## config.mk

```make
export PLATFORM = sky130hd
export DESIGN_NAME = two_wire_serial_master
export DESIGN_NICKNAME = d
export VERILOG_FILES = /design/src/verilog/two_wire_pkg.sv /design/src/verilog/two_wire_serial_master.sv
export SDC_FILE = /design/constraint.sdc
export NUM_CORES = 1
export LEC_CHECK = 0
export BUFFER_PORTS_ARGS = -buffer_cell sky130_fd_sc_hd__buf_2
export CORE_ASPECT_RATIO = 1.5
export CORE_UTILIZATION = 41
export DETAILED_ROUTE_END_ITERATION = 8
export HOLD_SLACK_MARGIN = 0.08
export MAX_ROUTING_LAYER = met4
export PLACE_DENSITY = 0.77
export RECOVER_POWER = 50
export SETUP_SLACK_MARGIN = 0.02
export SLEW_MARGIN = 20
export SYNTH_ARGS = -nofsm -noshare
export SYNTH_HDL_FRONTEND = slang
export SYNTH_SLANG_ARGS = --single-unit
```

## constraint.sdc

```tcl
create_clock -name sys_clk_in -period 6.6 [get_ports sys_clk_in]
set_input_delay 1.32 -clock sys_clk_in [delete_from_list [all_inputs] [get_ports sys_clk_in]]
set_output_delay 1.32 -clock sys_clk_in [all_outputs]
set_load 0.05 [all_outputs]
```

## src/verilog/two_wire_pkg.sv

```systemverilog
// constants, states and carriers for the two-wire serial master
package two_wire_pkg;
	// register byte offsets
	localparam logic [3:0] DATA_OFFSET = 4'h0;
	localparam logic [3:0] CTRL_OFFSET = 4'h4;
	localparam logic [3:0] STAT_OFFSET = 4'h8;
	localparam logic [3:0] DIV_OFFSET = 4'hC;
	// control field positions
	localparam int ENABLE_BIT = 0;
	localparam int RESP_SEL_BIT = 1;
	localparam int END_REQ_BIT = 2;
	localparam int BEGIN_REQ_BIT = 3;
	// reset values
	localparam logic [7:0] DATA_RESET = 8'h00;
	localparam logic [15:0] DIV_RESET = 16'h0000;
	// serial bit slot: sixteen ticks, low half then high half
	localparam logic [3:0] LAST_PHASE = 4'hF;
	localparam logic [3:0] CHANGE_PHASE = 4'h4;
	localparam logic [3:0] HIGH_PHASE = 4'h8;
	localparam logic [3:0] EDGE_PHASE = 4'hC;
	localparam logic [3:0] ACK_SLOT = 4'h8;
	localparam logic [1:0] RESP_OKAY = 2'h0;
	localparam logic [1:0] RESP_SLVERR = 2'h2;

	typedef enum logic [2:0]
	{
		ST_IDLE = 3'b000,
		ST_START = 3'b001,
		ST_HOLD = 3'b010,
		ST_BYTE = 3'b011,
		ST_STOP = 3'b100
	} state_e;

	typedef struct packed
	{
		logic resp_sel;
		logic enable;
	} ctrl_s;

	typedef struct packed
	{
		logic [2:0] zero;
		logic cmd_pending;
		logic busy;
		logic done;
		logic data_valid;
		logic ack_level;
	} status_s;
endpackage

```

## src/verilog/two_wire_serial_master.sv

```systemverilog
// two-wire serial bus master with a register slave on the system bus
//
// Decided for this implementation: the AXI4-Lite interface to the registers and the register offsets.
`timescale 1ns/10ps
module two_wire_serial_master
	import two_wire_pkg::*;
#(
	parameter int DIV_WIDTH = 16
)
(
	input wire logic sys_clk_in,
	input wire logic reset_in,
	input wire logic [31:0] s_axi_awaddr_in,
	input wire logic s_axi_awvalid_in,
	output logic s_axi_awready_out,
	input wire logic [31:0] s_axi_wdata_in,
	input wire logic [3:0] s_axi_wstrb_in,
	input wire logic s_axi_wvalid_in,
	output logic s_axi_wready_out,
	output logic [1:0] s_axi_bresp_out,
	output logic s_axi_bvalid_out,
	input wire logic s_axi_bready_in,
	input wire logic [31:0] s_axi_araddr_in,
	input wire logic s_axi_arvalid_in,
	output logic s_axi_arready_out,
	output logic [31:0] s_axi_rdata_out,
	output logic [1:0] s_axi_rresp_out,
	output logic s_axi_rvalid_out,
	input wire logic s_axi_rready_in,
	input wire logic scl_in,
	output logic scl_out,
	output logic scl_oe_out,
	input wire logic sda_in,
	output logic sda_out,
	output logic sda_oe_out
);
	if (DIV_WIDTH < 1 || DIV_WIDTH > 16)
	begin : g_bad_width
		$error("divider width must be 1 to 16");
	end

	state_e state_reg;
	ctrl_s ctrl_reg;
	logic [15:0] div_reg;
	logic [DIV_WIDTH-1:0] presc_reg;
	logic [3:0] phase_reg;
	logic [3:0] bit_cnt_reg;
	logic [7:0] data_reg;
	logic [7:0] shift_reg;
	logic data_valid_reg, ack_level_reg, begin_pend_reg, end_pend_reg;
	logic from_idle_reg, first_byte_reg, rx_mode_reg, nack_sent_reg, addr_read_reg;
	logic drive_low_reg, sample_reg, busy_reg, scl_prev_reg, sda_prev_reg;
	logic tick, stretched, advance, slot_end, wr_fire, rd_fire;
	logic scl_low_next, sda_low_next, start_seen, stop_seen, done_flag;
	logic begin_take, end_take, load_tx, load_rx, data_read;
	status_s status;

	function automatic logic hit(input logic [31:0] addr, input logic [3:0] offset);
		hit = (addr[3:0] == offset) && (addr[31:4] == 28'h0000000);
	endfunction

	// system bus slave: one write, one read at a time
	assign wr_fire = s_axi_awvalid_in && s_axi_wvalid_in && !s_axi_bvalid_out;
	assign s_axi_awready_out = wr_fire;
	assign s_axi_wready_out = wr_fire;
	assign rd_fire = s_axi_arvalid_in && !s_axi_rvalid_out;
	assign s_axi_arready_out = rd_fire;
	assign data_read = rd_fire && hit(s_axi_araddr_in, DATA_OFFSET);

	always_ff @(posedge sys_clk_in or posedge reset_in)
	begin
		if (reset_in)
		begin
			s_axi_bvalid_out <= 1'b0;
			s_axi_bresp_out <= RESP_OKAY;
		end
		else if (wr_fire)
		begin
			s_axi_bvalid_out <= 1'b1;
			s_axi_bresp_out <= (s_axi_awaddr_in[31:4] == 28'h0000000 && s_axi_awaddr_in[1:0] == 2'b00)
				? RESP_OKAY : RESP_SLVERR;
		end
		else if (s_axi_bready_in)
			s_axi_bvalid_out <= 1'b0;
	end

	assign done_flag = (state_reg != ST_BYTE);
	always_comb
	begin
		status = '0;
		status.cmd_pending = begin_pend_reg || end_pend_reg;
		status.busy = busy_reg;
		status.done = done_flag;
		status.data_valid = data_valid_reg;
		status.ack_level = ack_level_reg;
	end

	always_ff @(posedge sys_clk_in or posedge reset_in)
	begin
		if (reset_in)
		begin
			s_axi_rvalid_out <= 1'b0;
			s_axi_rdata_out <= 32'h00000000;
			s_axi_rresp_out <= RESP_OKAY;
		end
		else if (rd_fire)
		begin
			s_axi_rvalid_out <= 1'b1;
			s_axi_rresp_out <= RESP_OKAY;
			if (hit(s_axi_araddr_in, DATA_OFFSET))
				s_axi_rdata_out <= {24'h000000, data_reg};
			else if (hit(s_axi_araddr_in, CTRL_OFFSET))
				s_axi_rdata_out <= {30'h00000000, ctrl_reg};
			else if (hit(s_axi_araddr_in, STAT_OFFSET))
				s_axi_rdata_out <= {24'h000000, status};
			else if (hit(s_axi_araddr_in, DIV_OFFSET))
				s_axi_rdata_out <= {16'h0000, div_reg};
			else
			begin
				s_axi_rdata_out <= 32'h00000000;
				s_axi_rresp_out <= RESP_SLVERR;
			end
		end
		else if (s_axi_rready_in)
			s_axi_rvalid_out <= 1'b0;
	end

	// control and divider registers; request bits only ever set by software
	always_ff @(posedge sys_clk_in or posedge reset_in)
	begin
		if (reset_in)
		begin
			ctrl_reg <= '0;
			div_reg <= DIV_RESET;
		end
		else if (wr_fire && hit(s_axi_awaddr_in, CTRL_OFFSET) && s_axi_wstrb_in[0])
		begin
			ctrl_reg.enable <= s_axi_wdata_in[ENABLE_BIT];
			ctrl_reg.resp_sel <= s_axi_wdata_in[RESP_SEL_BIT];
		end
		else if (wr_fire && hit(s_axi_awaddr_in, DIV_OFFSET))
		begin
			if (s_axi_wstrb_in[0])
				div_reg[7:0] <= s_axi_wdata_in[7:0];
			if (s_axi_wstrb_in[1])
				div_reg[15:8] <= s_axi_wdata_in[15:8];
		end
	end

	// queued conditions; a software set wins over the engine's clear
	always_ff @(posedge sys_clk_in or posedge reset_in)
	begin
		if (reset_in)
		begin
			begin_pend_reg <= 1'b0;
			end_pend_reg <= 1'b0;
		end
		else
		begin
			if (begin_take)
				begin_pend_reg <= 1'b0;
			if (end_take)
				end_pend_reg <= 1'b0;
			if (wr_fire && hit(s_axi_awaddr_in, CTRL_OFFSET) && s_axi_wstrb_in[0])
			begin
				if (s_axi_wdata_in[BEGIN_REQ_BIT])
					begin_pend_reg <= 1'b1;
				if (s_axi_wdata_in[END_REQ_BIT])
					end_pend_reg <= 1'b1;
			end
		end
	end

	// prescaler: one tick per divider+1 clocks, sixteen ticks per bit slot
	assign tick = (presc_reg == '0);
	always_ff @(posedge sys_clk_in or posedge reset_in)
	begin
		if (reset_in)
			presc_reg <= '0;
		else if (tick)
			presc_reg <= div_reg[DIV_WIDTH-1:0];
		else
			presc_reg <= presc_reg - 1'b1;
	end

	// a slave holding the clock low freezes the high half
	assign stretched = (phase_reg == HIGH_PHASE) && !scl_low_next && !scl_in;
	assign advance = tick && !stretched && state_reg != ST_IDLE && state_reg != ST_HOLD;
	assign slot_end = advance && phase_reg == LAST_PHASE;
	assign begin_take = ctrl_reg.enable && begin_pend_reg && (state_reg == ST_IDLE || state_reg == ST_HOLD);
	assign end_take = end_pend_reg && !begin_take && (state_reg == ST_IDLE || state_reg == ST_HOLD);
	// reads keep going until a nack has gone out or a condition is queued
	assign load_tx = state_reg == ST_HOLD && !begin_pend_reg && !end_pend_reg && !rx_mode_reg
		&& data_valid_reg;
	assign load_rx = state_reg == ST_HOLD && !begin_pend_reg && !end_pend_reg && rx_mode_reg
		&& !data_valid_reg && !nack_sent_reg;

	always_ff @(posedge sys_clk_in or posedge reset_in)
	begin
		if (reset_in)
			phase_reg <= 4'h0;
		else if (state_reg == ST_IDLE || state_reg == ST_HOLD)
			phase_reg <= 4'h0;
		else if (advance)
			phase_reg <= phase_reg + 4'h1;
	end

	always_ff @(posedge sys_clk_in or posedge reset_in)
	begin
		if (reset_in)
			state_reg <= ST_IDLE;
		else if (!ctrl_reg.enable)
			state_reg <= ST_IDLE;
		else
			case (state_reg)
				ST_IDLE:
				begin
					if (begin_take)
						state_reg <= ST_START;
				end
				ST_HOLD:
				begin
					if (begin_take)
						state_reg <= ST_START;
					else if (end_take)
						state_reg <= ST_STOP;
					else if (load_tx || load_rx)
						state_reg <= ST_BYTE;
				end
				ST_START:
				begin
					if (slot_end)
						state_reg <= ST_HOLD;
				end
				ST_BYTE:
				begin
					if (slot_end && bit_cnt_reg == ACK_SLOT)
						state_reg <= ST_HOLD;
				end
				ST_STOP:
				begin
					if (slot_end)
						state_reg <= ST_IDLE;
				end
				default:
					state_reg <= ST_IDLE;
			endcase
	end

	always_ff @(posedge sys_clk_in or posedge reset_in)
	begin
		if (reset_in)
		begin
			from_idle_reg <= 1'b0;
			first_byte_reg <= 1'b0;
			rx_mode_reg <= 1'b0;
			nack_sent_reg <= 1'b0;
			addr_read_reg <= 1'b0;
		end
		else if (begin_take)
		begin
			from_idle_reg <= (state_reg == ST_IDLE);
			first_byte_reg <= 1'b1;
			rx_mode_reg <= 1'b0;
			nack_sent_reg <= 1'b0;
		end
		else if (load_tx)
			addr_read_reg <= first_byte_reg && data_reg[0];
		else if (slot_end && state_reg == ST_BYTE && bit_cnt_reg == ACK_SLOT)
		begin
			first_byte_reg <= 1'b0;
			// direction turns only when the slave acknowledged a read address
			if (addr_read_reg && !sample_reg)
				rx_mode_reg <= 1'b1;
			addr_read_reg <= 1'b0;
			if (rx_mode_reg && ctrl_reg.resp_sel)
				nack_sent_reg <= 1'b1;
		end
	end

	// shift register: transmit from bit 7, sampled bit enters at bit 0
	always_ff @(posedge sys_clk_in or posedge reset_in)
	begin
		if (reset_in)
		begin
			shift_reg <= 8'hFF;
			bit_cnt_reg <= 4'h0;
			sample_reg <= 1'b1;
		end
		else if (load_tx)
		begin
			shift_reg <= data_reg;
			bit_cnt_reg <= 4'h0;
		end
		else if (load_rx)
		begin
			shift_reg <= 8'hFF;
			bit_cnt_reg <= 4'h0;
		end
		else if (advance && state_reg == ST_BYTE)
		begin
			if (phase_reg == EDGE_PHASE)
				sample_reg <= sda_in;
			if (phase_reg == LAST_PHASE && bit_cnt_reg != ACK_SLOT)
			begin
				shift_reg <= {shift_reg[6:0], sample_reg};
				bit_cnt_reg <= bit_cnt_reg + 4'h1;
			end
		end
	end

	// data register: software write or a received byte marks it valid
	always_ff @(posedge sys_clk_in or posedge reset_in)
	begin
		if (reset_in)
		begin
			data_reg <= DATA_RESET;
			data_valid_reg <= 1'b0;
			ack_level_reg <= 1'b0;
		end
		else
		begin
			if (load_tx || (data_read && rx_mode_reg))
				data_valid_reg <= 1'b0;
			if (wr_fire && hit(s_axi_awaddr_in, DATA_OFFSET) && s_axi_wstrb_in[0])
			begin
				data_reg <= s_axi_wdata_in[7:0];
				data_valid_reg <= 1'b1;
			end
			if (slot_end && state_reg == ST_BYTE && bit_cnt_reg == ACK_SLOT)
			begin
				if (rx_mode_reg)
				begin
					data_reg <= shift_reg;
					data_valid_reg <= 1'b1;
				end
				else
					ack_level_reg <= sample_reg;
			end
		end
	end

	// sda level for the byte slot, changed in mid low half only
	always_ff @(posedge sys_clk_in or posedge reset_in)
	begin
		if (reset_in)
			drive_low_reg <= 1'b0;
		else if (state_reg == ST_START || state_reg == ST_STOP)
			drive_low_reg <= 1'b1;
		else if (advance && state_reg == ST_BYTE && phase_reg == CHANGE_PHASE)
		begin
			if (bit_cnt_reg != ACK_SLOT)
				drive_low_reg <= !shift_reg[7];
			else if (rx_mode_reg)
				drive_low_reg <= !ctrl_reg.resp_sel;
			else
				drive_low_reg <= 1'b0;
		end
	end

	always_comb
	begin
		scl_low_next = 1'b0;
		sda_low_next = 1'b0;
		case (state_reg)
			ST_START:
			begin
				scl_low_next = !from_idle_reg && phase_reg < HIGH_PHASE;
				sda_low_next = phase_reg >= EDGE_PHASE;
			end
			ST_HOLD:
			begin
				scl_low_next = 1'b1;
				sda_low_next = drive_low_reg;
			end
			ST_BYTE:
			begin
				scl_low_next = phase_reg < HIGH_PHASE;
				sda_low_next = drive_low_reg;
			end
			ST_STOP:
			begin
				scl_low_next = phase_reg < HIGH_PHASE;
				sda_low_next = phase_reg < EDGE_PHASE;
			end
			default:
			begin
				scl_low_next = 1'b0;
				sda_low_next = 1'b0;
			end
		endcase
	end

	assign scl_out = 1'b0;
	assign sda_out = 1'b0;
	always_ff @(posedge sys_clk_in or posedge reset_in)
	begin
		if (reset_in)
		begin
			scl_oe_out <= 1'b0;
			sda_oe_out <= 1'b0;
		end
		else
		begin
			scl_oe_out <= scl_low_next;
			sda_oe_out <= sda_low_next;
		end
	end

	// bus watcher sees our own conditions as well as anyone else's
	assign start_seen = scl_prev_reg && scl_in && sda_prev_reg && !sda_in;
	assign stop_seen = scl_prev_reg && scl_in && !sda_prev_reg && sda_in;
	always_ff @(posedge sys_clk_in or posedge reset_in)
	begin
		if (reset_in)
		begin
			scl_prev_reg <= 1'b1;
			sda_prev_reg <= 1'b1;
			busy_reg <= 1'b0;
		end
		else
		begin
			scl_prev_reg <= scl_in;
			sda_prev_reg <= sda_in;
			if (start_seen)
				busy_reg <= 1'b1;
			else if (stop_seen)
				busy_reg <= 1'b0;
		end
	end

	a_start_clock_high: assert property (@(posedge sys_clk_in) disable iff (reset_in)
		state_reg == ST_START && $rose(sda_oe_out) |-> !scl_oe_out)
		else $error("start edge with clock low");
	a_stop_clock_high: assert property (@(posedge sys_clk_in) disable iff (reset_in)
		state_reg == ST_STOP && $fell(sda_oe_out) |-> !scl_oe_out)
		else $error("stop edge with clock low");
	a_data_stable_high: assert property (@(posedge sys_clk_in) disable iff (reset_in)
		state_reg == ST_BYTE && !scl_oe_out && $past(!scl_oe_out) |-> $stable(sda_oe_out))
		else $error("data moved while clock high");
	a_byte_starts_zero: assert property (@(posedge sys_clk_in) disable iff (reset_in)
		state_reg == ST_BYTE && $past(state_reg) != ST_BYTE |-> bit_cnt_reg == 4'h0)
		else $error("byte did not start at bit zero");
	a_tx_ack_release: assert property (@(posedge sys_clk_in) disable iff (reset_in)
		state_reg == ST_BYTE && bit_cnt_reg == ACK_SLOT && !rx_mode_reg && phase_reg >= 4'h6 |-> !sda_oe_out)
		else $error("transmitter held data during acknowledge");
	a_rx_ack_level: assert property (@(posedge sys_clk_in) disable iff (reset_in)
		state_reg == ST_BYTE && bit_cnt_reg == ACK_SLOT && rx_mode_reg && $rose(phase_reg == 4'h5)
		|-> drive_low_reg == !$past(ctrl_reg.resp_sel))
		else $error("sent acknowledge level wrong");
	a_divider_reload: assert property (@(posedge sys_clk_in) disable iff (reset_in)
		tick |=> presc_reg == $past(div_reg[DIV_WIDTH-1:0]))
		else $error("prescaler did not reload");
	a_busy_on_start: assert property (@(posedge sys_clk_in) disable iff (reset_in)
		start_seen |=> busy_reg)
		else $error("busy not set after start");
	a_byte_done_flag: assert property (@(posedge sys_clk_in) disable iff (reset_in)
		state_reg == ST_BYTE && slot_end && bit_cnt_reg == ACK_SLOT && ctrl_reg.enable
		|=> state_reg == ST_HOLD && done_flag)
		else $error("done flag not raised after acknowledge");
	a_stretch_wait: assert property (@(posedge sys_clk_in) disable iff (reset_in)
		stretched && state_reg == ST_BYTE && ctrl_reg.enable |=> phase_reg == HIGH_PHASE)
		else $error("clock advanced during stretch");
endmodule

```

==> flow_summary.toml <==
[outcome]
status = "finished, final reports clean"

[route]
drt_wl_total_um = 12100
drc = 0
drt-initial-drc-count = 290
vias_per_cell = 5.40
vias = 4102
wire_per_inst_um = 15.9
final_antenna_net_count = 0
first_pass_iters = 4

[clocking]
numCtsBuffers = 9
clkLatencyLatePin_ns = 0.34
cts_max_level = 3
postCtsSetupBuffers = 0
cts-root-buf = "clkbuf_16"
cts_tree = "yes"
clock_path_buffers = 2
numClockSinks = 97
clkTransAtPathRegs_ns = 0.06
post_cts_resized = 0
hold_buffers = 0

[floorplan]
die_w_um = 92.6
die_y_um = 138
start_util_pct = 42.0
die-area_um2 = 12800
placeableCoreArea_um2 = 12000
rows = 49
boundaryPins = 154

[logic_synthesis]
yosysWarnings = 0
synth.avg_cell_area_um2 = 10.1
synthTopCellsByArea = "dfrtp_1, dfstp_2, mux2_2"
synth-seq-area-share_pct = 48.4
netlist-cell-type-count = 67
yosysTopAreaCell = "dfrtp_1"
ys.flop_type = "dfrtp_1"
synthArstFlopShare_pct = 100
synth_edf_count = 0
netlist_top_cells_count = "dfrtp_1, nor2_1, nand2_1"
synth_most_common_cell = "dfrtp_1"
ys_seq_elements = 97
synth_cells = 498
syn_area_um2 = 5050
synth_top_area_share_pct = 42.6

[timing]
relSlewSlack_pct = 14.8
skew_ns = 0.00679
hold_viol = 0
fmax_mhz = 260
worstMarginPinSlew_ns = 1.27
layout_setup_ws_ns = 2.75
finalSetupViolations = 0
rsz0062_at_grt = "false"
fin_crit_sh_pct = 58.4
drv_slew = 0
period_minus_slack_ns = 3.85
setup_tns_ns = 0

[setup_path]
path_max_fanout = 28
max_stage_delay_ns = 0.66
worstSetupPathType = "input port to output pin"
crit_path_end_kind = "output pin"
critPathArrivalTime_ns = 2.53
crit_top_cell = "buf_2"
path_buf_inv = 3
crit_required_ns = 5.28
path_cells = "buf_2 > nand2_1 > inv_1 > buf_2"
start_kind = "input port"
critPathSlowestCell = "nand2_1"
crit_family = "simple AND/OR/NAND/NOR gates"

[placement]
place_ws_ns = 2.76
port_buffers = 115
gp_congestion = 0.912
hpwlAfterDp_um = 9100

[global_route]
antenna_found_initial = 0
grt_max_degree = 70
overflow = 0
grt_pass1_vias = 3937
grt_pass1_wl_um = 19200
grt_use_total_pct = 19.9

[pwr]
ir_worst_vdd_v = 0.000128
power_density_nw_per_um2 = 207
p_total_mw = 1.22
power_leakage_nw = 2.83

[finish]
antenna-diode-count = 0
final_nets = 716
fin_util_pct = 49.0
fillers = 1127
drive_gt1_share_pct = 25.6
syn2layout_area_growth_pct = 16.6

[min_path]
min_path_type = "register to register"

[job]
maxCapViolCount = 0
==> where the power goes <==
| part | total, mW | switching [mW] | internal (mW) |
|---|---|---|---|
| Sequential | 0.600 | 0.00213 | 0.598 |
| Combinational | 0.0972 | 0.0716 | 0.0256 |
| Clock | 0.519 | 0.228 | 0.291 |
| Total | 1.22 | 0.302 | 0.914 |
==> metal layers <==
layer  track usage (%)  part of all wire [%]  wire length, um  vias to the layer above
li1                  -                     -                -                     1963
met1              23.5                    41             4890                     2029
met2              33.3                    54             6490                       86
met3              2.96                   2.6              311                       24
met4              9.20                   3.0              368                        0
met5                 -                     0                0                        -
==> through the flow <==
stage | cell area, um^2 | hold WS [ns] | cells
finish | 5880 | 0.483 | 759
global route | 5880 | 0.507 | 759
CTS | 5930 | 0.485 | 759
detailed placement | 5630 | 0.469 | 743
global placement | 5630 | 0.464 | 743
floorplan | 5120 | 0.451 | 517
==> cell type report <==
class / instances / area (um^2) / area share, %
clock buffers: 12 / 267 / 4.53
repair buffers: 117 / 561 / 9.53
inverters: 15 / 57.6 / 0.978
well taps: 153 / 191 / 3.25
multi-input cells: 361 / 2330 / 39.6
clock inverters: 4 / 33.8 / 0.574
flip-flops and latches: 97 / 2440 / 41.5
==> worst reg2reg max path, stage by stage (launching register included) <==
cell      delay (ns)
dfrtp_1         0.42
inv_1           0.09
ha_1            0.18
nor4b_1         0.34
and4_1          0.89
nand4_1         0.67
or3_1           0.54
o211ai_1        0.09
==> kinds of logic after synthesis <==
group | Yosys count | share of synthesized area [%]
other | 1 | 0.0743
multiplexers | 33 | 7.36
flip-flops | 97 | 48.4
AO/OA/AOI/OAI | 98 | 12.8
AND/OR/NAND/NOR | 188 | 20.7
XOR/XNOR | 16 | 2.78
buffers and inverters | 59 | 6.47
adder cells (fa/ha/maj) | 6 | 1.49
==> final timing paths <==
path	from	end	slack [ns]	cells after the start
worst max-delay path	s_axi_arvalid_in	s_axi_arready_out	2.75	4
worst min-delay path	from_idle_reg$_DFFE_PP0P_	from_idle_reg$_DFFE_PP0P_	0.48	2
worst max register to register	presc_reg[0]$_DFF_PP0_	shift_reg[0]$_DFFE_PP1P_	3.30	7
worst min register to register	from_idle_reg$_DFFE_PP0P_	from_idle_reg$_DFFE_PP0P_	0.48	2
max in group asynchronous	reset_in	presc_reg[13]$_DFF_PP0_	3.93	3
min in group asynchronous	reset_in	scl_oe_out$_DFF_PP0_	1.24	2
==> cells in the final DEF (no fill, tap or decap), types with 9 or more instances in the layout <==
master and count:
clkbuf_1 24, buf_2 91, a22o_1 10, clkbuf_16 9, o211ai_1 10, dfstp_2 11, nor4_1 14, inv_1 14
mux2i_1 12, nor2_1 48, dfrtp_1 86, nand3_1 22, nand2_1 42, nand3b_1 11, o21ai_0 27, a21oi_1 21
mux2_2 19, conb_1 20
Power figures use the tool's default switching activity.
